===== config.mk =====
export PLATFORM = sky130hd
export DESIGN_NAME = tmoe_engine
export DESIGN_NICKNAME = d
export VERILOG_FILES = /design/src/tmoe_pkg.sv /design/src/tmoe_bit_locate.sv /design/src/tmoe_engine.sv
export VERILOG_INCLUDE_DIRS = /design/src
export SDC_FILE = /design/constraint.sdc
export NUM_CORES = 1
export LEC_CHECK = 0
export ABC_AREA = 0
export CORE_MARGIN = 10
export CORE_UTILIZATION = 45
export DETAILED_ROUTE_END_ITERATION = 8
export DONT_BUFFER_PORTS = 1
export GPL_ROUTABILITY_DRIVEN = 0
export GPL_TIMING_DRIVEN = 1
export PLACE_DENSITY_LB_ADDON = 0.1
export REMOVE_ABC_BUFFERS = 1
export SYNTH_ARGS = -nofsm -noshare
export SYNTH_HDL_FRONTEND = slang
export SYNTH_HIERARCHICAL = 1
export SYNTH_SLANG_ARGS = --single-unit

===== constraint.sdc =====
create_clock -name clock -period 8.2 [get_ports clock]
set_input_delay 0.82 -clock clock [delete_from_list [all_inputs] [get_ports clock]]
set_output_delay 0.82 -clock clock [all_outputs]
set_load 0.01 [all_outputs]

===== src/tmoe_defs.svh =====
// widths, field positions and reset values for the table memory operation engine
`ifndef TMOE_DEFS_SVH
`define TMOE_DEFS_SVH

// data memory word and address width
`define TMOE_WORD_BITS 16
// low bits of a bit index that pick the bit inside a word
`define TMOE_BIT_SEL_BITS 4
// table length field width, lengths 0 to FF
`define TMOE_LEN_BITS 8
// accumulator and stack level width
`define TMOE_ACC_BITS 32
// reset values
`define TMOE_ACC_RST 32'h00000000
`define TMOE_WORD_RST 16'h0000

`endif


===== src/tmoe_pkg.sv =====
// types shared by the table memory operation engine
`include "tmoe_defs.svh"

package tmoe_pkg;

	// table operations accepted on a start pulse
	typedef enum logic [2:0] {
		OP_COPY,
		OP_BSET,
		OP_BCLR,
		OP_FILL,
		OP_FIND
	} tmoe_op_t;

	// where a fill takes its value from
	typedef enum logic [1:0] {
		FILL_IMM,
		FILL_MEM,
		FILL_PTR
	} tmoe_fill_src_t;

	// engine sequencing states
	typedef enum logic [2:0] {
		ST_IDLE,
		ST_RD,
		ST_WT,
		ST_DT,
		ST_FILL_WR,
		ST_FINISH
	} tmoe_state_t;

	// command from the sequencer
	typedef struct packed {
		tmoe_op_t op;
		tmoe_fill_src_t src;
		logic [`TMOE_WORD_BITS-1:0] operand;
	} tmoe_cmd_t;

	// single data memory port request
	typedef struct packed {
		logic rd;
		logic we;
		logic [`TMOE_WORD_BITS-1:0] addr;
		logic [`TMOE_WORD_BITS-1:0] wdata;
	} tmoe_mem_req_t;

endpackage : tmoe_pkg

===== src/tmoe_bit_locate.sv =====
// splits a table bit index into word offset and bit mask, with range check
`timescale 1ns/10ps
`default_nettype none
`include "tmoe_defs.svh"

module tmoe_bit_locate #(
	parameter int LEN_BITS = `TMOE_LEN_BITS
) (
	input wire logic [`TMOE_WORD_BITS-1:0] bit_index,
	input wire logic [LEN_BITS-1:0] table_len,
	output logic [`TMOE_WORD_BITS-1:0] word_off,
	output logic [`TMOE_WORD_BITS-1:0] bit_mask,
	output logic in_range
);

	// index n picks word n/16, bit n%16; octal is only how users write n
	assign word_off = bit_index >> `TMOE_BIT_SEL_BITS;
	assign bit_mask = `TMOE_WORD_BITS'(1) << bit_index[`TMOE_BIT_SEL_BITS-1:0];

	// legal indices stop one short of length times 16
	assign in_range = (32'(bit_index) < (32'(table_len) << `TMOE_BIT_SEL_BITS));

endmodule : tmoe_bit_locate
`default_nettype wire


===== src/tmoe_engine.sv =====
// table memory operation engine: copy, bit set/clear, fill and search over data memory
`timescale 1ns/10ps
`default_nettype none
`include "tmoe_defs.svh"

module tmoe_engine #(
	parameter int LEN_BITS = `TMOE_LEN_BITS
) (
	input wire logic clock,
	input wire logic rst_n,
	input wire logic start,
	input wire tmoe_pkg::tmoe_cmd_t cmd,
	input wire logic [`TMOE_ACC_BITS-1:0] acc_in,
	input wire logic [`TMOE_ACC_BITS-1:0] stack1_in,
	input wire logic [`TMOE_ACC_BITS-1:0] stack2_in,
	input wire logic [`TMOE_WORD_BITS-1:0] label_base,
	input wire logic scan_end,
	input wire logic [`TMOE_WORD_BITS-1:0] mem_rdata,
	output tmoe_pkg::tmoe_mem_req_t mem_req,
	output logic busy,
	output logic done,
	output logic [`TMOE_ACC_BITS-1:0] acc_out,
	output logic table_range_fault_flag
);

	// lengths wider than the word would overrun the counters
	if (LEN_BITS < 1 || LEN_BITS > 15) begin : g_bad_len
		$error("tmoe_engine: LEN_BITS must be 1 to 15");
	end

	tmoe_pkg::tmoe_state_t state_reg, state_next;
	tmoe_pkg::tmoe_op_t op_reg, op_next;
	tmoe_pkg::tmoe_fill_src_t src_reg, src_next;
	tmoe_pkg::tmoe_mem_req_t mem_reg, mem_next;
	logic hop_reg, hop_next;
	logic busy_reg, busy_next;
	logic done_reg, done_next;
	logic flag_reg, flag_next;
	logic [`TMOE_ACC_BITS-1:0] acc_reg, acc_next;
	logic [`TMOE_WORD_BITS-1:0] base_reg, base_next;
	logic [`TMOE_WORD_BITS-1:0] aux_reg, aux_next;
	logic [`TMOE_WORD_BITS-1:0] cnt_reg, cnt_next;
	logic [`TMOE_WORD_BITS-1:0] idx_reg, idx_next;
	logic [`TMOE_WORD_BITS-1:0] data_reg, data_next;
	logic [`TMOE_WORD_BITS-1:0] mask_reg, mask_next;
	logic [`TMOE_WORD_BITS-1:0] addr_reg, addr_next;
	logic [`TMOE_WORD_BITS-1:0] idx_inc, word_off, bit_mask, len1, len2;
	logic in_range;

	// fill, search and bit op table lengths come from the low byte of the stack levels; the copy count takes the low word of stack level 2
	assign len1 = `TMOE_WORD_BITS'(stack1_in[LEN_BITS-1:0]);
	assign len2 = `TMOE_WORD_BITS'(stack2_in[LEN_BITS-1:0]);
	assign idx_inc = idx_reg + `TMOE_WORD_BITS'(1);
	tmoe_bit_locate #(
		.LEN_BITS(LEN_BITS)
	) u_bit_locate (
		.bit_index(cmd.operand),
		.table_len(stack1_in[LEN_BITS-1:0]),
		.word_off(word_off),
		.bit_mask(bit_mask),
		.in_range(in_range)
	);
	// sequencing; every access is one word on the single port
	always_comb begin
		state_next = state_reg;
		op_next = op_reg;
		src_next = src_reg;
		hop_next = hop_reg;
		acc_next = acc_reg;
		base_next = base_reg;
		aux_next = aux_reg;
		cnt_next = cnt_reg;
		idx_next = idx_reg;
		data_next = data_reg;
		mask_next = mask_reg;
		addr_next = addr_reg;
		done_next = 1'b0;
		mem_next = mem_reg;
		mem_next.rd = 1'b0;
		mem_next.we = 1'b0;
		flag_next = flag_reg;
		// scan end clears first, so a flag written by an op this cycle wins
		if (scan_end) begin
			flag_next = 1'b0;
		end
		case (state_reg)
			tmoe_pkg::ST_IDLE: begin
				// starts while busy are not seen: only idle takes a command
				if (start) begin
					op_next = cmd.op;
					src_next = cmd.src;
					hop_next = 1'b0;
					idx_next = '0;
					acc_next = acc_in;
					data_next = cmd.operand;
					case (cmd.op)
						tmoe_pkg::OP_COPY: begin
							// shared offset applies to both ends; no clipping at area end
							base_next = acc_in[`TMOE_WORD_BITS-1:0] + stack1_in[`TMOE_WORD_BITS-1:0];
							aux_next = label_base + stack1_in[`TMOE_WORD_BITS-1:0];
							cnt_next = stack2_in[`TMOE_WORD_BITS-1:0];
							addr_next = acc_in[`TMOE_WORD_BITS-1:0] + stack1_in[`TMOE_WORD_BITS-1:0];
							state_next = (stack2_in[`TMOE_WORD_BITS-1:0] == '0) ?
								tmoe_pkg::ST_FINISH : tmoe_pkg::ST_RD;
						end
						tmoe_pkg::OP_BSET, tmoe_pkg::OP_BCLR: begin
							addr_next = acc_in[`TMOE_WORD_BITS-1:0] + word_off;
							mask_next = bit_mask;
							flag_next = !in_range;
							state_next = in_range ? tmoe_pkg::ST_RD : tmoe_pkg::ST_FINISH;
						end
						tmoe_pkg::OP_FILL: begin
							base_next = acc_in[`TMOE_WORD_BITS-1:0];
							cnt_next = len1;
							addr_next = cmd.operand;
							if (cmd.src != tmoe_pkg::FILL_IMM) begin
								state_next = tmoe_pkg::ST_RD;
							end else begin
								state_next = (len1 == '0) ? tmoe_pkg::ST_FINISH : tmoe_pkg::ST_FILL_WR;
							end
						end
						tmoe_pkg::OP_FIND: begin
							base_next = stack1_in[`TMOE_WORD_BITS-1:0];
							cnt_next = len2;
							idx_next = acc_in[`TMOE_WORD_BITS-1:0];
							addr_next = stack1_in[`TMOE_WORD_BITS-1:0] + acc_in[`TMOE_WORD_BITS-1:0];
							if (acc_in[`TMOE_WORD_BITS-1:0] >= len2) begin // outside: no access
								flag_next = 1'b1;
								acc_next = `TMOE_ACC_RST;
								state_next = tmoe_pkg::ST_FINISH;
							end else begin
								flag_next = 1'b0;
								state_next = tmoe_pkg::ST_RD;
							end
						end
						default: begin
							state_next = tmoe_pkg::ST_FINISH;
						end
					endcase
				end
			end
			tmoe_pkg::ST_RD: begin
				mem_next.rd = 1'b1;
				mem_next.addr = addr_reg;
				state_next = tmoe_pkg::ST_WT;
			end
			tmoe_pkg::ST_WT: begin
				state_next = tmoe_pkg::ST_DT;
			end
			tmoe_pkg::ST_DT: begin
				case (op_reg)
					tmoe_pkg::OP_COPY: begin
						// words past the area end are overwritten as well
						mem_next.we = 1'b1;
						mem_next.addr = aux_reg + idx_reg;
						mem_next.wdata = mem_rdata;
						idx_next = idx_inc;
						addr_next = base_reg + idx_inc;
						state_next = (idx_inc == cnt_reg) ? tmoe_pkg::ST_FINISH : tmoe_pkg::ST_RD;
					end
					tmoe_pkg::OP_BSET: begin
						mem_next.we = 1'b1;
						mem_next.addr = addr_reg;
						mem_next.wdata = mem_rdata | mask_reg;
						state_next = tmoe_pkg::ST_FINISH;
					end
					tmoe_pkg::OP_BCLR: begin
						mem_next.we = 1'b1;
						mem_next.addr = addr_reg;
						mem_next.wdata = mem_rdata & ~mask_reg;
						state_next = tmoe_pkg::ST_FINISH;
					end
					tmoe_pkg::OP_FILL: begin
						// a pointer source costs a second read through the fetched address
						if (src_reg == tmoe_pkg::FILL_PTR && !hop_reg) begin
							hop_next = 1'b1;
							addr_next = mem_rdata;
							state_next = tmoe_pkg::ST_RD;
						end else begin
							data_next = mem_rdata;
							state_next = (cnt_reg == '0) ? tmoe_pkg::ST_FINISH : tmoe_pkg::ST_FILL_WR;
						end
					end
					tmoe_pkg::OP_FIND: begin
						if (mem_rdata == data_reg) begin
							acc_next = `TMOE_ACC_BITS'(idx_reg);
							flag_next = 1'b0;
							state_next = tmoe_pkg::ST_FINISH;
						end else if (idx_inc == cnt_reg) begin
							acc_next = `TMOE_ACC_RST;
							flag_next = 1'b1;
							state_next = tmoe_pkg::ST_FINISH;
						end else begin
							idx_next = idx_inc;
							addr_next = addr_reg + `TMOE_WORD_BITS'(1);
							state_next = tmoe_pkg::ST_RD;
						end
					end
					default: begin
						state_next = tmoe_pkg::ST_FINISH;
					end
				endcase
			end
			tmoe_pkg::ST_FILL_WR: begin
				// one write per cycle, lowest address first
				mem_next.we = 1'b1;
				mem_next.addr = base_reg + idx_reg;
				mem_next.wdata = data_reg;
				idx_next = idx_inc;
				state_next = (idx_inc == cnt_reg) ? tmoe_pkg::ST_FINISH : tmoe_pkg::ST_FILL_WR;
			end
			tmoe_pkg::ST_FINISH: begin
				done_next = 1'b1;
				state_next = tmoe_pkg::ST_IDLE;
			end
			default: begin
				state_next = tmoe_pkg::ST_IDLE;
			end
		endcase
		busy_next = (state_next != tmoe_pkg::ST_IDLE);
	end

	// state registers, synchronous active-low reset
	always_ff @(posedge clock) begin
		if (!rst_n) begin
			state_reg <= tmoe_pkg::ST_IDLE;
			op_reg <= tmoe_pkg::OP_COPY;
			src_reg <= tmoe_pkg::FILL_IMM;
			hop_reg <= 1'b0;
			busy_reg <= 1'b0;
			done_reg <= 1'b0;
			flag_reg <= 1'b0;
			acc_reg <= `TMOE_ACC_RST;
			base_reg <= `TMOE_WORD_RST;
			aux_reg <= `TMOE_WORD_RST;
			cnt_reg <= `TMOE_WORD_RST;
			idx_reg <= `TMOE_WORD_RST;
			data_reg <= `TMOE_WORD_RST;
			mask_reg <= `TMOE_WORD_RST;
			addr_reg <= `TMOE_WORD_RST;
			mem_reg <= '0;
		end else begin
			state_reg <= state_next;
			op_reg <= op_next;
			src_reg <= src_next;
			hop_reg <= hop_next;
			busy_reg <= busy_next;
			done_reg <= done_next;
			flag_reg <= flag_next;
			acc_reg <= acc_next;
			base_reg <= base_next;
			aux_reg <= aux_next;
			cnt_reg <= cnt_next;
			idx_reg <= idx_next;
			data_reg <= data_next;
			mask_reg <= mask_next;
			addr_reg <= addr_next;
			mem_reg <= mem_next;
		end
	end

	// outputs straight from flops
	assign mem_req = mem_reg;
	assign busy = busy_reg;
	assign done = done_reg;
	assign acc_out = acc_reg;
	assign table_range_fault_flag = flag_reg;

	// checks on the engine's own behaviour
	a_single_port: assert property (@(posedge clock) disable iff (!rst_n)
		!(mem_reg.rd && mem_reg.we))
		else $error("read and write on the memory port together");
	a_bit_fault_nowrite: assert property (@(posedge clock) disable iff (!rst_n)
		(state_reg == tmoe_pkg::ST_IDLE && start && !in_range &&
		(cmd.op == tmoe_pkg::OP_BSET || cmd.op == tmoe_pkg::OP_BCLR))
		|=> (flag_reg && !mem_reg.we) ##1 (done_reg && !mem_reg.we))
		else $error("out of range bit op did not fault cleanly");
	a_bit_set_one: assert property (@(posedge clock) disable iff (!rst_n)
		(state_reg == tmoe_pkg::ST_DT && op_reg == tmoe_pkg::OP_BSET)
		|=> mem_reg.we && mem_reg.addr == $past(addr_reg) && $onehot($past(mask_reg)) &&
		mem_reg.wdata == ($past(mem_rdata) | $past(mask_reg)))
		else $error("bit set wrote wrong word");
	a_bit_clr_zero: assert property (@(posedge clock) disable iff (!rst_n)
		(state_reg == tmoe_pkg::ST_DT && op_reg == tmoe_pkg::OP_BCLR)
		|=> mem_reg.we && mem_reg.wdata == ($past(mem_rdata) & ~$past(mask_reg)))
		else $error("bit clear wrote wrong word");
	a_copy_dest: assert property (@(posedge clock) disable iff (!rst_n)
		(state_reg == tmoe_pkg::ST_DT && op_reg == tmoe_pkg::OP_COPY)
		|=> mem_reg.we && mem_reg.addr == `TMOE_WORD_BITS'($past(aux_reg) + $past(idx_reg)))
		else $error("copy wrote to wrong destination");
	a_find_begin: assert property (@(posedge clock) disable iff (!rst_n)
		(state_reg == tmoe_pkg::ST_IDLE && start && cmd.op == tmoe_pkg::OP_FIND &&
		acc_in[`TMOE_WORD_BITS-1:0] < len2)
		|=> idx_reg == $past(acc_in[`TMOE_WORD_BITS-1:0]) ##1
		(mem_reg.rd && mem_reg.addr == `TMOE_WORD_BITS'($past(base_reg) + $past(idx_reg))))
		else $error("search did not start at offset");
	a_find_hit: assert property (@(posedge clock) disable iff (!rst_n)
		(state_reg == tmoe_pkg::ST_DT && op_reg == tmoe_pkg::OP_FIND && mem_rdata == data_reg)
		|=> (acc_reg == `TMOE_ACC_BITS'($past(idx_reg)) && !flag_reg) ##1 done_reg)
		else $error("search hit returned wrong offset");
	a_find_miss: assert property (@(posedge clock) disable iff (!rst_n)
		(state_reg == tmoe_pkg::ST_DT && op_reg == tmoe_pkg::OP_FIND &&
		mem_rdata != data_reg && idx_inc == cnt_reg)
		|=> acc_reg == `TMOE_ACC_RST && flag_reg)
		else $error("search miss not reported");
	a_fill_value: assert property (@(posedge clock) disable iff (!rst_n)
		(state_reg == tmoe_pkg::ST_FILL_WR)
		|=> mem_reg.we && mem_reg.wdata == $past(data_reg) &&
		mem_reg.addr == `TMOE_WORD_BITS'($past(base_reg) + $past(idx_reg)))
		else $error("fill wrote wrong value or address");
	a_flag_scan_clear: assert property (@(posedge clock) disable iff (!rst_n)
		(scan_end && state_reg == tmoe_pkg::ST_IDLE && !start) |=> !flag_reg)
		else $error("flag survived scan end");
	a_start_ignored: assert property (@(posedge clock) disable iff (!rst_n)
		(start && state_reg != tmoe_pkg::ST_IDLE) |=> op_reg == $past(op_reg))
		else $error("start accepted while busy");
endmodule : tmoe_engine
`default_nettype wire


# --- Word level (Yosys, flattened, before mapping) ---
# Index checks and enable logic that the tools add are counted.
totals:
  register_bits: 190
  latchBits: 0
  ramBits: 0
  romBits: 0
  input_bits: 153
  out_inout_bits: 69
  elab_cells: 149
  mem_count: 0
op_classes:
  addsub: 8
  mul: 0
  n_div: 0
  n_lt_le_gt_ge: 2
  n_eq_ne: 29
  shifts: 1
  n_mux: 58
  bitwise: 3
  reduce_logical: 29
op_table:
  columns: ["op", "n"]
  rows:
  - ["$pmux 16 s3", 6]
  - ["$mux 32", 6]
  - ["$mux 16", 11]
  - ["$pmux 16 s2", 4]
  - ["$pmux 33 s3", 1]
  - ["$add 16x16->16", 5]
  - ["$pmux 32 s2", 1]
  - ["$logic_not 16->1", 3]
  - ["$add 16x1->16 const B", 2]
  - ["$eq 16x16->1", 2]
  - ["$mux 3", 8]
  - ["$eq 3x2->1 const B", 6]
  - ["$add 16x12->16", 1]
  - ["$and 16x16->16", 1]
  - ["$ge 16x8->1", 1]
  - ["$lt 16x12->1", 1]
  - ["$not 16->16", 1]
  - ["$or 16x16->16", 1]
  - ["$shl 1x4->16 const A", 1]
  - ["$pmux 3 s5", 1]
  - ["$mux 1", 14]
  - ["$eq 3x3->1 const B", 4]
  - ["$ne 3x3->1 const B", 4]
  - ["$pmux 3 s4", 1]
  - ["other kinds (20)", 44]

# --- Logic depth before layout (Yosys ltp) ---
# Gate-level depths: netlist of run 1.
depth:
  word_depth: 7
  depth_mapped: 15
  mapped_depth_nobuf: 15

# --- Cells and area by module ---
# Netlist of run 1, hierarchy kept.
modules_own_cells:
  columns: ["module", "n_inst", "cells_each", "area_per_inst_um2", "seq_area_each_um2"]
  rows:
  - ["tmoe_engine", 1, 1856, 14361.3, 3803.6]
  - ["tmoe_bit_locate", 1, 64, 416.6, 0.0]

# --- Least setup slack after synthesis of run 1 ---
# OpenSTA, ideal clock, no wires.
synth_path:
  path_type: "input to register"
  startpoint: "input acc_in[0]"
  endpoint: "register acc_reg[22], in the netlist acc_out[22]"
  setup_time_ns: 0.061
  arrival_time_ns: 3.122
  t_required_ns: 8.139
  setup_slack_ns: 5.017
  cell_stages: 12
  n_path_buf: 2
  path_cell_list: "inv_1 -> ha_1 -> nand2b_1 -> a21oi_1 -> nor2b_1 -> o21ai_0 -> a21oi_1 -> o31ai_1 -> and3_1 -> buf_1 -> clkbuf_1 -> a32o_1"
synth_via:
  elab_chain_cells: 5
synth_lines:
  columns: ["element", "line", "source"]
  rows:
  - ["start: declaration", "tmoe_engine.sv:13", "input wire logic [`TMOE_ACC_BITS-1:0] acc_in,"]
  - ["$ge 16x8->1", "tmoe_engine.sv:127", "if (acc_in[`TMOE_WORD_BITS-1:0] >= len2) begin"]
  - ["$mux 32", "tmoe_engine.sv:127", null]
  - ["$mux 32", "tmoe_engine.sv:96", "case (cmd.op)"]
  - ["$mux 32", "tmoe_engine.sv:89", "if (start) begin"]
  - ["$pmux 32 s2", "tmoe_engine.sv:86", "case (state_reg)"]
  - ["end signal: assignment", "tmoe_engine.sv:233", "acc_reg <= `TMOE_ACC_RST;"]
  - ["end signal: assignment", "tmoe_engine.sv:250", "acc_reg <= acc_next;"]
  - ["end: declaration", "tmoe_engine.sv:39", "logic [`TMOE_ACC_BITS-1:0] acc_reg, acc_next;"]
# No other way between the ends. The select of a mux whose other input is x is not followed.
# A chain may end at the register's enable or synchronous reset.

# --- Worst setup path in the final report of run 1 ---
layout_path:
  startpoint: "register idx_reg[0]"
  endpoint: "register addr_reg[15]"
layout_via:
  elab_chain_cells: 4
  elab_cells_between_ends: 7
  classes_between: "2 x add/sub; 2 x eq/ne; 2 x mux; 1 x reduce/logical"
layout_lines:
  columns: ["element", "line", "source"]
  rows:
  - ["start: declaration", "tmoe_engine.sv:43", "logic [`TMOE_WORD_BITS-1:0] idx_reg, idx_next;"]
  - ["start signal: assignment", "tmoe_engine.sv:237", "idx_reg <= `TMOE_WORD_RST;"]
  - ["start signal: assignment", "tmoe_engine.sv:254", "idx_reg <= idx_next;"]
  - ["$add 16x1->16 *", "tmoe_engine.sv:53", "assign idx_inc = idx_reg + `TMOE_WORD_BITS'(1);"]
  - ["$add 16x16->16 or $eq 16x16->1 (tied branches)", "tmoe_engine.sv:158, tmoe_engine.sv:189", null]
  - ["$pmux 16 s3 or $ne 3x3->1 (tied branches)", null, null]
  - ["$pmux 16 s2 or $reduce_and 7->1 (tied branches)", null, null]
  - ["end signal: assignment", "tmoe_engine.sv:240", "addr_reg <= `TMOE_WORD_RST;"]
  - ["end signal: assignment", "tmoe_engine.sv:257", "addr_reg <= addr_next;"]
  - ["end: declaration", "tmoe_engine.sv:46", "logic [`TMOE_WORD_BITS-1:0] addr_reg, addr_next;"]
# Mark *: on every way between the ends. The rest lies on a longest branch, timed or not.

==> key figures, run 1 <==
Global routing
  • Vias in the first global route: ~13,000
  • Pin count of the biggest net entering global routing: 74
  • Total overflow reported by the global router: 0
  • Global-route wire length before repair: ~86,000 microns
  • GRT Overall Usage: around 27%
  • Number of antenna violations at the first check in global routing: 1

Clocking
  • Root cell of the clock tree: sky130_fd_sc_hd__clkbuf_16
  • Sink Count: 190
  • Number of buffers on the longest clock path: 2
  • Number of hold buffers added after cts: 0
  • Total of cells resized after clock tree synthesis: 0
  • Latest clock arrival within the worst-skew pair: 0.48 ns
  • CTS tree: done
  • H-tree depth: 4
  • Clock slew at reported path FFs: approximately 0.08 ns
  • # Post-CTS Setup Buffers: 0
  • Total CTS buffers: 17

Synthesis
  • Average cell area after synthesis: 7.70 sq um
  • Portion of the post-synthesis area used by sequential elements: 25.7%
  • Synthesis warning total: 6
  • Adder-cell share of the synthesized area: 9.87%
  • Post-synthesis mux area share: ~2.7%
  • Count of different cell masters after synthesis: 83
  • Synth Area in Compound Gates: approximately a quarter
  • Synth Area in XOR/XNOR: 8.81%
  • Async SR Flop Fraction: 0%
  • Largest family of logic cells by synthesized area: compound AO/OA/AOI/OAI gates
  • Cell Area, Synth: ~15,000 sq um
  • Area share of and/or/nand/nor cells after synthesis: a little over a fifth
  • Mapped Cells: between 1,500 and 2,000
  • Leading register cell type out of synthesis: sky130_fd_sc_hd__dfxtp_1
  • Number of enable flip-flop cells after synthesis: 0
  • Flip-flop and latch count after synthesis: 190

Die
  • Area of the core: approximately 32,000 sq um
  • Starting Density: approximately 46%
  • Total Die Area: approximately 40,000 sq um
  • Die boundary width: about 200 microns
  • Die Y-Extent: roughly 200 microns
  • Count of boundary I/O pins: between 200 and 250
  • Num rows: 66

STA
  • Maximum frequency from static timing analysis: between 0.2 and 0.25 GHz
  • Summed negative setup slack over all endpoints: 0 ns
  • Relative max-transition margin: between 10% and 20%
  • Min setup slack post-route: around 4.1 ns
  • Final Critical Period: a little over 4 ns
  • Pins over their slew limit: 0
  • Setup repair after global routing missed its margin: false
  • Final critical-path share of the clock period: around half
  • Largest clock skew in the final design: 0.0159 ns
  • Final number of hold-violating endpoints: 0
  • Count of final setup violators: 0
  • Actual transition at the worst max-transition pin: between 1 and 1.5 ns

Detailed routing
  • Detailed-route wire length per cell: between 20 and 30 microns
  • Iter 0 DRT Violations: between 1,500 and 2,000
  • Post-DR vias/cell: 6.38
  • Post-detailed-routing wire length: 57,100 microns
  • Post-route antenna net violation count: 0
  • Drc violations: 0
  • Via total after detailed routing: 14,500
  • Count of TritonRoute iterations in the first routing pass: 5

Power and ir drop
  • IR Drop Worst-Case VDD: roughly 140 uV
  • Lkg Pwr: about 6.0 nW
  • PwrDens: about 170 nW/um^2
  • Post-layout total power: around 0.0027 W

Setup path
  • Data arrival, critical path: 4.45 ns
  • Required time of the worst setup path: between 8 and 9 ns
  • Sort of element at the start of the critical path: flip-flop
  • Type of element capturing the critical path: flip-flop
  • Type of the worst setup path: flip-flop to flip-flop
  • Peak fanout along the critical path: 11

Final layout
  • Highest-count cells in the layout ignoring fill and taps: sky130_fd_sc_hd__nand2_1, sky130_fd_sc_hd__dfxtp_1, sky130_fd_sc_hd__nor2_1, sky130_fd_sc_hd__a21oi_1, sky130_fd_sc_hd__o21ai_0
  • Commonest non-fill, non-tap cell in the layout: sky130_fd_sc_hd__nand2_1
  • Synth-to-layout area growth: 4.70%
  • Max reg flops: 34
  • Post-layout net count: roughly 2,100
  • Share of cells above drive strength 1: 5.89%
  • Number of antenna repair diodes: 0

Status
  • Run status: complete, no violations

Placed design
  • Dpl ws: between 4 and 5 ns
  • Number of buffer cells added on primary ports: 0
  • Detailed placement HPWL: 43,300 microns

Hold path
  • Hold Crit Class: flip-flop to flip-flop

Run
  • Max_cap viols: 0
## path summary, 6_finish.rpt
check	start	slack, ns	end	cells past startpoint
worst max-delay path	idx_reg[0]	4.08	addr_reg[15]	15
worst min-delay path	src_reg[1]	0.47	src_reg[1]	2
worst max register to register	idx_reg[0]	4.08	addr_reg[15]	15
worst min register to register	src_reg[1]	0.47	src_reg[1]	2
## critical path, cell delays in order (launching register included)
cell and delay (ns):
sky130_fd_sc_hd__dfxtp_1 0.78, sky130_fd_sc_hd__ha_1 0.37, sky130_fd_sc_hd__and3_1 0.23, sky130_fd_sc_hd__nand3_1 0.10, sky130_fd_sc_hd__xor2_1 0.50, sky130_fd_sc_hd__inv_1 0.16, sky130_fd_sc_hd__ha_1 0.25, sky130_fd_sc_hd__nor3_1 0.26
sky130_fd_sc_hd__o2111ai_1 0.21, sky130_fd_sc_hd__nand2_1 0.16, sky130_fd_sc_hd__o2111ai_1 0.20, sky130_fd_sc_hd__o31ai_1 0.29, sky130_fd_sc_hd__xnor2_1 0.17, sky130_fd_sc_hd__o21ai_0 0.09, sky130_fd_sc_hd__mux2i_1 0.14, sky130_fd_sc_hd__nor3_1 0.06
## cells in the mapped netlist (15+ instances only)
cell type,instances,area [sq um]
sky130_fd_sc_hd__a32oi_1,16,140
sky130_fd_sc_hd__xnor2_1,91,797
sky130_fd_sc_hd__dfxtp_1,190,3800
sky130_fd_sc_hd__clkbuf_1,97,364
sky130_fd_sc_hd__inv_1,40,150
sky130_fd_sc_hd__a211oi_1,36,270
sky130_fd_sc_hd__nor3_1,51,255
sky130_fd_sc_hd__ha_1,107,1340
sky130_fd_sc_hd__a21oi_1,173,866
sky130_fd_sc_hd__a31oi_1,17,106
sky130_fd_sc_hd__a22oi_1,26,195
sky130_fd_sc_hd__nand3_1,61,305
sky130_fd_sc_hd__buf_4,20,150
sky130_fd_sc_hd__a32o_1,16,160
sky130_fd_sc_hd__nand4_1,36,225
sky130_fd_sc_hd__a21o_1,24,180
sky130_fd_sc_hd__o31ai_2,16,200
sky130_fd_sc_hd__o21ai_0,111,556
sky130_fd_sc_hd__nand2_1,228,856
sky130_fd_sc_hd__xor2_1,45,394
sky130_fd_sc_hd__mux2i_1,39,390
sky130_fd_sc_hd__nor4_1,15,93.8
sky130_fd_sc_hd__nor2_1,192,721
sky130_fd_sc_hd__a311oi_1,18,158
sky130_fd_sc_hd__a221oi_1,35,307
## routing by layer
| metal | track usage, % | vias to the layer above | share of wire, % |
|---|---|---|---|
| met2 | 41.2 | 657 | 43 |
| met5 | 0 | - | 0.035 |
| met3 | 8.00 | 115 | 10 |
| met1 | 35.6 | 6908 | 42 |
| met4 | 11.4 | 2 | 4.1 |
| li1 | - | 6834 | - |
## area by class of cell
cell class,instances,area (sq um)
clock buffer,17,425
clock inverter,15,174
fill,3306,17000
inverter,41,156
multi-input combinational,1553,10200
sequential,190,3800
tap,442,553
timing repair buffer,19,143
## cell families (layout without fill, tap and decap cells)
group | count (synthesis) | after routing
xor+xnor | 142 | 142
simple gates | 686 | 686
flops | 190 | 190
buf+inv | 180 | 92
mux | 40 | 40
other cells | 1 | 4
fa+ha+maj | 113 | 113
compound gates | 568 | 568
## where the power goes
part / switching (W) / total (W) / internal, W
combinational: 0.000417 / 0.000683 / 0.000267
clock: 0.000450 / 0.000886 / 0.000436
sequential: 0.000119 / 0.00112 / 0.000999
total: 0.000985 / 0.00269 / 0.00170
## metrics by stage
stage | util (%) | cells | instance area [sq um] | hold WS (ns)
finish | 47.7 | 2277 | 15500 | 0.468
global route | 47.7 | 2277 | 15500 | 0.464
CTS | 47.7 | 2277 | 15500 | 0.455
detailed placement | 45.8 | 2245 | 14900 | 0.456
global placement | 45.8 | 2245 | 14900 | 0.447
floorplan | - | 1784 | 14100 | 0.436
(Power assumes the default switching activity.)
==> inputs of run 2 (changes only) <==
clock period = 3.6 ns   (was 8.2 ns; I/O delays follow)
==> run 2 against run 1 <==
  * Via count rose by 0.56%
  * Sequential share of layout area fell by 0.43 points
  * Clock-buffer cell count did not move
  * Largest cell class unchanged
  * Sequential power rose by 130%
  * Non-clock buffer count rose by 32
  * Setup slack got worse by 3.9 ns
  * Global-route usage barely moved
  * Routed wire length rose by 0.26%
  * Clock power rose by 120%
  * Critical path type unchanged
  * Flip-flop and latch count did not move
  * Critical endpoint is now addr_reg[11]
  * Fmax rose by 22%
==> key figures, run 2 (synthesis gave the netlist of run 1 again) <==
Setup path
  • Biggest cell delay along the critical path: 0.41 ns (-0.37 ns)
  • Required time of the worst setup path: 3.99 ns (-4.54 ns)
  • Data arrival, critical path: 3.76 ns (-0.69 ns)
  • Reg2Reg Setup Slack: 0.23 ns (-3.85 ns)
  • Cell type group with the largest total delay on the critical path: simple AND/OR/NAND/NOR gates
  • Number of buffer and inverter stages on the critical path: 2 (+1)
  • Peak fanout along the critical path: 5 (-6)
  • Type of the worst setup path: flip-flop to flip-flop
  • Sort of element at the start of the critical path: flip-flop
  • Destination of the critical timing path: addr_reg[11]
  • Worst path depth: 14 (-1)
  • Type of element capturing the critical path: flip-flop
  • Critical path's slowest cell: sky130_fd_sc_hd__ha_1
  • Depth of the most critical reg-to-reg path: 14 (-1)
  • Crit path launch: idx_reg[0]
  • Critical-path cell list: ha_1 > nand3_1 > nor2_1 > xnor2_2 > inv_1 > ha_1 > nor2_1 > nor3b_1 > buf_4 > a31oi_1 > xnor2_1 > a21oi_1 > or3_1 > a21oi_1
  • Source of the worst register-to-register timing path: idx_reg[0]
  • RR Endpoint: addr_reg[11]

Final layout
  • Number of antenna repair diodes: 0 (unchanged)
  • Commonest non-fill, non-tap cell in the layout: sky130_fd_sc_hd__nand2_1
  • Area of the multi-input gates: 10,200 sq um (about the same)
  • Share of cells above drive strength 1: 7.50% (+1.6 points)
  • Highest-count cells in the layout ignoring fill and taps: sky130_fd_sc_hd__nand2_1, sky130_fd_sc_hd__dfxtp_1, sky130_fd_sc_hd__nor2_1, sky130_fd_sc_hd__a21oi_1, sky130_fd_sc_hd__o21ai_0
  • Max reg flops: 34 (unchanged)
  • Area taken by flip-flops and latches: 3800 sq um (unchanged)
  • Fill cell count: 3,289 (-0.51%)
  • Layout Cell Area excl Fill: 15,700 sq um (+1.8%)
  • Post-layout net count: 2,120 (+1.5%)
  • Synth-to-layout area growth: 6.55%

Clocking
  • Sink Count: 190 (unchanged)
  • Latest clock arrival within the worst-skew pair: 0.47 ns (about the same)
  • Number of buffers on the longest clock path: 2 (unchanged)
  • Total CTS buffers: 17 (unchanged)
  • CTS tree: done
  • Root cell of the clock tree: sky130_fd_sc_hd__clkbuf_16
  • # Post-CTS Setup Buffers: 0 (unchanged)
  • H-tree depth: 4 (unchanged)
  • Clock slew at reported path FFs: 0.08 ns (about the same)

STA
  • Final critical-path share of the clock period: 93.7% (+43 points)
  • Pins over their slew limit: 0 (unchanged)
  • Final number of hold-violating endpoints: 0 (unchanged)
  • Count of final setup violators: 0 (unchanged)
  • Final Critical Period: 3.37 ns (-0.745 ns)
  • Worst hold margin: 0.0144 ns (-0.454 ns)
  • Largest clock skew in the final design: 0.0163 ns (+0.000400 ns)
  • Actual transition at the worst max-transition pin: 1.32 ns (+0.122 ns)
  • Setup repair after global routing missed its margin: false
  • Relative max-transition margin: 11.8% (-8.2 points)
  • Maximum frequency from static timing analysis: 0.296 GHz (+22%)

Detailed routing
  • Count of TritonRoute iterations in the first routing pass: 5 (unchanged)
  • Post-detailed-routing wire length: 57,200 microns (+0.26%)
  • Via total after detailed routing: 14,600 (+0.56%)
  • Drc violations: 0 (unchanged)
  • Top layer in use: met5
  • Post-DR vias/cell: 6.32 (-0.83%)
  • Routed wire length on met2: 24,400 microns (-1.1%)
  • Iter 0 DRT Violations: 1,303 (-17%)
  • Met3 wirelength from detailed routing: 5870 microns (-0.69%)
  • Detailed-route wire length per cell: 24.8 microns (-1.1%)
  • Routed metal-1 wire length: 24,500 microns (+1.3%)
  • Post-route antenna net violation count: 0 (unchanged)

Global routing
  • GRT Overall Usage: 27.2% (-0.028 points)
  • Global-route wire length before repair: 85,600 microns (-0.47%)
  • Vias in the first global route: 13,600 (+1.9%)
  • Total overflow reported by the global router: 0 (unchanged)
  • Number of antenna violations at the first check in global routing: 2 (+1)
  • Pin count of the biggest net entering global routing: 70 (-5.4%)

Power and ir drop
  • PwrDens: 386 nW/um^2 (+120%)
  • Lkg Pwr: 6.16 nW (+3.1%)
  • IR Drop Worst-Case VDD: 374 uV (+160%)

Die
  • Num rows: 66 (unchanged)
  • Count of boundary I/O pins: 222 (unchanged)
  • Die boundary width: 201 microns (unchanged)
  • Die Y-Extent: 201 microns (unchanged)
  • Total Die Area: 40,500 sq um (unchanged)
  • Starting Density: 45.5% (unchanged)
  • Area of the core: 32,500 sq um (unchanged)

Status
  • Run status: complete, no violations

Placed design
  • Detailed placement HPWL: 44,500 microns (+2.7%)
  • Number of buffer cells added on primary ports: 0 (unchanged)
  • Post-placement cell area: 15,100 sq um (+1.8%)

Hold path
  • Hold Crit Class: primary input to flip-flop

Run
  • Max_cap viols: 0 (unchanged)
[run 2: area by class of cell]
| cell class | instances | share of cell area (%) |
|---|---|---|
| well taps | 442 | 3.51 |
| flip-flops and latches | 190 | 24.2 |
| multi-input cells | 1553 | 64.9 |
| clock inverters | 15 | 1.05 |
| repair buffers | 51 | 2.69 |
| clock buffers | 17 | 2.70 |
| inverters | 41 | 0.993 |
[run 2: how the worst min path moves through the flow]
stage / from / endpoint / slack, ns / cells after the start
5_1_grt: acc_in[29] / acc_out[29] / 0.01 / 1
6_report: acc_in[26] / acc_out[26] / 0.01 / 1
2_1_floorplan: aux_reg[10] / aux_reg[10] / 0.44 / 2
3_5_place_dp: src_reg[1] / src_reg[1] / 0.45 / 2
4_1_cts: acc_in[26] / acc_out[26] / 0.0004 / 1
3_3_place_gp: src_reg[1] / src_reg[1] / 0.44 / 2
[run 2: per-layer routing]
metal	vias to the layer above	global-route usage (%)
li1	6906	-
met1	6939	34.8
met2	636	41.2
met3	113	8.53
met4	4	12.4
met5	-	0
[run 2: stage by stage]
| stage | worst slack [ns] | utilization, % | std cells | total power (W) | setup TNS [ns] |
|---|---|---|---|---|---|
| final | 0.226 | 48.5 | 2309 | 0.00607 | 0 |
| after global routing | 0.00778 | 48.5 | 2309 | 0.00638 | 0 |
| after CTS | 0.291 | 48.5 | 2309 | 0.00609 | 0 |
| after detailed placement | 0.311 | 46.7 | 2276 | 0.00415 | 0 |
| after global placement | 0.354 | 46.7 | 2276 | 0.00413 | 0 |
| after floorplan | -0.0250 | - | 1784 | 0.00362 | -0.0279 |
[run 2: timing repair]
action	CTS	global route
hold buffers	1	0
resized for setup	0	1
setup endpoints to repair	0	1
hold endpoints to repair	1	0
[run 2: where the power goes]
| part | internal, W | switching (W) | leakage, nW |
|---|---|---|---|
| combinational | 0.000637 | 0.000977 | 4.32 |
| sequential | 0.00227 | 0.000247 | 1.55 |
| clock | 0.000934 | 0.00100 | 0.290 |
==> inputs of run 3 (changes only) <==
ABC_AREA = 1   (was 0)
==> run 3 against run 2 <==
  * Fmax rose by 3.1%
  * Via count grew 15%
  * Utilization decreased by 0.085 points
  * Combinational power grew 88%
  * Clock skew down 0.0034 ns
  * Routed wire length is 7.1% higher
  * Flip-flop and latch count unchanged
  * Critical path depth is 1 lower
  * Clock power up 4%
  * First-iteration DRC count grew 47%
  * Largest power group is now combinational cells
==> key figures, run 3 <==
Clocking
  • H-tree depth: 4 (unchanged)
  • Sink Count: 190 (unchanged)
  • CTS tree: done
  • Number of hold buffers added after cts: 0 (-1)
  • Total CTS buffers: 17 (unchanged)
  • Clock slew at reported path FFs: 0.08 ns (about the same)
  • # Post-CTS Setup Buffers: 0 (unchanged)
  • Root cell of the clock tree: sky130_fd_sc_hd__clkbuf_16
  • Number of buffers on the longest clock path: 2 (unchanged)
  • Total of cells resized after clock tree synthesis: 0 (unchanged)
  • Latest clock arrival within the worst-skew pair: 0.47 ns (about the same)

Power and ir drop
  • IR Drop Worst-Case VDD: 379 uV (+1.2%)
  • Lkg Pwr: 7.47 nW (+21%)
  • Power share of the combinational group: 38.3% (+12 points)
  • Net Sw Power: 0.00343 W (+54%)
  • Relative contribution of the clock network to total power: 25.4% (-6.5 points)
  • PwrDens: 487 nW/um^2 (+26%)
  • Portion of total power attributed to sequential cells: 36.4% (-5.1 points)
  • Sw Ratio: 43.3% (+6.6 points)
  • Internal power summed over all cells: 0.00450 W (+17%)

Setup path
  • Sort of element at the start of the critical path: flip-flop
  • Crit path launch: idx_reg[9]
  • Type of the worst setup path: flip-flop to flip-flop
  • Source of the worst register-to-register timing path: idx_reg[9]
  • Type of element capturing the critical path: flip-flop
  • Worst path depth: 13 (-1)
  • Peak fanout along the critical path: 32 (+27)
  • Data arrival, critical path: 3.62 ns (-0.14 ns)
  • Biggest cell delay along the critical path: 0.66 ns (+0.25 ns)
  • Required time of the worst setup path: 3.95 ns (-0.04 ns)
  • Number of buffer and inverter stages on the critical path: 0 (-2)
  • RR Endpoint: acc_out[27]
  • Critical-path cell list: nand2_1 > nor2_1 > nand3_1 > nand2_1 > nand2_1 > xor2_1 > nand2_1 > nor2_1 > nand3_1 > nand3_2 > nand3_2 > nand2_1 > a21oi_1
  • Most Frequent Cell on Critical Path: sky130_fd_sc_hd__nand2_1
  • Destination of the critical timing path: acc_out[27]
  • Cell type group with the largest total delay on the critical path: simple AND/OR/NAND/NOR gates
  • Reg2Reg Setup Slack: 0.33 ns (+0.10 ns)
  • Depth of the most critical reg-to-reg path: 13 (-1)
  • Critical path's slowest cell: sky130_fd_sc_hd__dfxtp_1

Synthesis
  • Most used standard cells in the synthesized netlist: sky130_fd_sc_hd__nand2_1, sky130_fd_sc_hd__nor2_1, sky130_fd_sc_hd__inv_1
  • Top cell type's share of synthesized area: 24.8% (-0.97 points)
  • Average cell area after synthesis: 6.34 sq um (-18%)
  • Flip-flop and latch count after synthesis: 190 (unchanged)
  • Portion of the post-synthesis area used by sequential elements: 24.8% (-0.97 points)
  • Leading register cell type out of synthesis: sky130_fd_sc_hd__dfxtp_1
  • Cell Area, Synth: 15,400 sq um (+3.9%)
  • Mapped Cells: 2,423 (+26%)
  • Number of enable flip-flop cells after synthesis: 0 (unchanged)
  • Count of different cell masters after synthesis: 54 (-35%)
  • Most common cell in the netlist: sky130_fd_sc_hd__nand2_1
  • Top cells by area, synth: sky130_fd_sc_hd__dfxtp_1, sky130_fd_sc_hd__nand2_1, sky130_fd_sc_hd__ha_1
  • Async SR Flop Fraction: 0% (unchanged)
  • Library cell with the largest summed area after synthesis: sky130_fd_sc_hd__dfxtp_1
  • Synthesis warning total: 6 (unchanged)

STA
  • Actual transition at the worst max-transition pin: 0.901 ns (-0.418 ns)
  • Maximum frequency from static timing analysis: 0.305 GHz (+3.1%)
  • Summed negative setup slack over all endpoints: 0 ns (unchanged)
  • Worst hold margin: 0.0353 ns (+0.0209 ns)
  • Final critical-path share of the clock period: 90.9% (-2.8 points)
  • Pins over their slew limit: 0 (unchanged)
  • Count of final setup violators: 0 (unchanged)
  • Min setup slack post-route: 0.326 ns (+0.101 ns)
  • Final number of hold-violating endpoints: 0 (unchanged)
  • Final Critical Period: 3.27 ns (-0.101 ns)
  • Setup repair after global routing missed its margin: false
  • Relative max-transition margin: 39.8% (+28 points)
  • Largest clock skew in the final design: 0.0130 ns (-0.00338 ns)

Final layout
  • Synth-to-layout area growth: 6.03%
  • Post-layout net count: 2,635 (+24%)
  • Area of the multi-input gates: 10,100 sq um (-0.97%)
  • Max reg flops: 34 (unchanged)
  • Area taken by flip-flops and latches: 3800 sq um (unchanged)
  • Share of cells above drive strength 1: 4.28% (-3.2 points)
  • Highest-count cells in the layout ignoring fill and taps: sky130_fd_sc_hd__nand2_1, sky130_fd_sc_hd__nor2_1, sky130_fd_sc_hd__inv_1, sky130_fd_sc_hd__a21oi_1, sky130_fd_sc_hd__dfxtp_1
  • Commonest non-fill, non-tap cell in the layout: sky130_fd_sc_hd__nand2_1
  • Fill cell count: 3,522 (+7.1%)

Die
  • Count of boundary I/O pins: 222 (unchanged)
  • Num rows: 67 (+1.5%)
  • Die Y-Extent: 205 microns (+1.7%)
  • Starting Density: 45.7% (+0.15 points)
  • Area of the core: 33,600 sq um (+3.6%)
  • Total Die Area: 41,900 sq um (+3.5%)
  • Die boundary width: 205 microns (+1.7%)

Global routing
  • Pin count of the biggest net entering global routing: 117 (+67%)
  • GRT Overall Usage: 28.6% (+1.3 points)
  • Global-route wire length before repair: 92,400 microns (+8.0%)
  • Vias in the first global route: 15,600 (+15%)
  • Total overflow reported by the global router: 0 (unchanged)
  • Number of antenna violations at the first check in global routing: 1 (-1)

Detailed routing
  • Post-detailed-routing wire length: 61,300 microns (+7.1%)
  • Detailed-route wire length per cell: 21.6 microns (-13%)
  • Count of TritonRoute iterations in the first routing pass: 7 (+2)
  • Via total after detailed routing: 16,800 (+15%)
  • Iter 0 DRT Violations: 1,921 (+47%)
  • Post-route antenna net violation count: 0 (unchanged)
  • Post-DR vias/cell: 5.95 (-5.9%)
  • Drc violations: 0 (unchanged)

Run
  • Max_cap viols: 0 (unchanged)

Status
  • Run status: complete, no violations

Placed design
  • Detailed placement HPWL: 48,400 microns (+8.8%)
  • Number of buffer cells added on primary ports: 0 (unchanged)
  • Dpl ws: 0.484 ns (+0.173 ns)

Hold path
  • Hold Crit Class: primary input to flip-flop
run 3: power groups by stage:
stage          Sequential, W  Clock, W  Combinational [W]
6_report             0.00288   0.00201            0.00303
2_1_floorplan        0.00276         0            0.00209
3_3_place_gp         0.00292         0            0.00291
3_5_place_dp         0.00292         0            0.00295
4_1_cts              0.00287   0.00203            0.00297
5_1_grt              0.00292   0.00211            0.00339
run 3: worst min-delay path by stage:
stage | startpoint | end | slack, ns | depth (start not counted)
3_3_place_gp | op_reg[0] | op_reg[0] | 0.49 | 2
3_5_place_dp | cnt_reg[10] | cnt_reg[10] | 0.50 | 2
4_1_cts | acc_in[21] | acc_out[21] | 0.01 | 2
2_1_floorplan | cnt_reg[11] | cnt_reg[11] | 0.46 | 2
6_report | acc_in[21] | acc_out[21] | 0.04 | 2
5_1_grt | acc_in[21] | acc_out[21] | 0.01 | 2
run 3: cell type report:
cell class | instances | share of cell area, %
inverter | 256 | 5.90
clock buffer | 17 | 2.61
timing repair buffer | 31 | 1.43
multi-input combinational | 1873 | 62.2
clock inverter | 15 | 1.08
antenna | 1 | 0.0154
tap | 448 | 3.44
sequential | 190 | 23.4
run 3: worst reg2reg max path, stage by stage, from the launching register on:
cell	delay (ns)
sky130_fd_sc_hd__dfxtp_1	0.66
sky130_fd_sc_hd__nand2_1	0.19
sky130_fd_sc_hd__nor2_1	0.24
sky130_fd_sc_hd__nand3_1	0.10
sky130_fd_sc_hd__nand2_1	0.08
sky130_fd_sc_hd__nand2_1	0.14
sky130_fd_sc_hd__xor2_1	0.25
sky130_fd_sc_hd__nand2_1	0.08
sky130_fd_sc_hd__nor2_1	0.08
sky130_fd_sc_hd__nand3_1	0.10
sky130_fd_sc_hd__nand3_2	0.29
sky130_fd_sc_hd__nand3_2	0.62
sky130_fd_sc_hd__nand2_1	0.25
sky130_fd_sc_hd__a21oi_1	0.08
run 3: cell families after synthesis:
kind of cell,synth area share [%]
simple gates,30.9
xor+xnor,3.00
flops,24.8
compound gates,22.3
buf+inv,9.48
fa+ha+maj,9.50
other cells,0.0244
run 3: stage by stage:
stage | cell area (sq um) | instances | util, % | power (W)
after detailed placement | 15700 | 2798 | 46.6 | 0.00587
after floorplan | 14900 | 2319 | - | 0.00486
after global placement | 15700 | 2798 | 46.6 | 0.00583
after global routing | 16300 | 2830 | 48.4 | 0.00842
final | 16300 | 2831 | 48.4 | 0.00792
after CTS | 16300 | 2830 | 48.4 | 0.00787
run 3: per-layer routing:
layer / global-route usage [%] / routed length, microns / vias up
met5: 0 / 11 / -
met4: 12.6 / 2610 / 2
met3: 6.76 / 6290 / 154
met2: 42.6 / 26100 / 824
met1: 38.4 / 26200 / 7718
li1: - / - / 8138
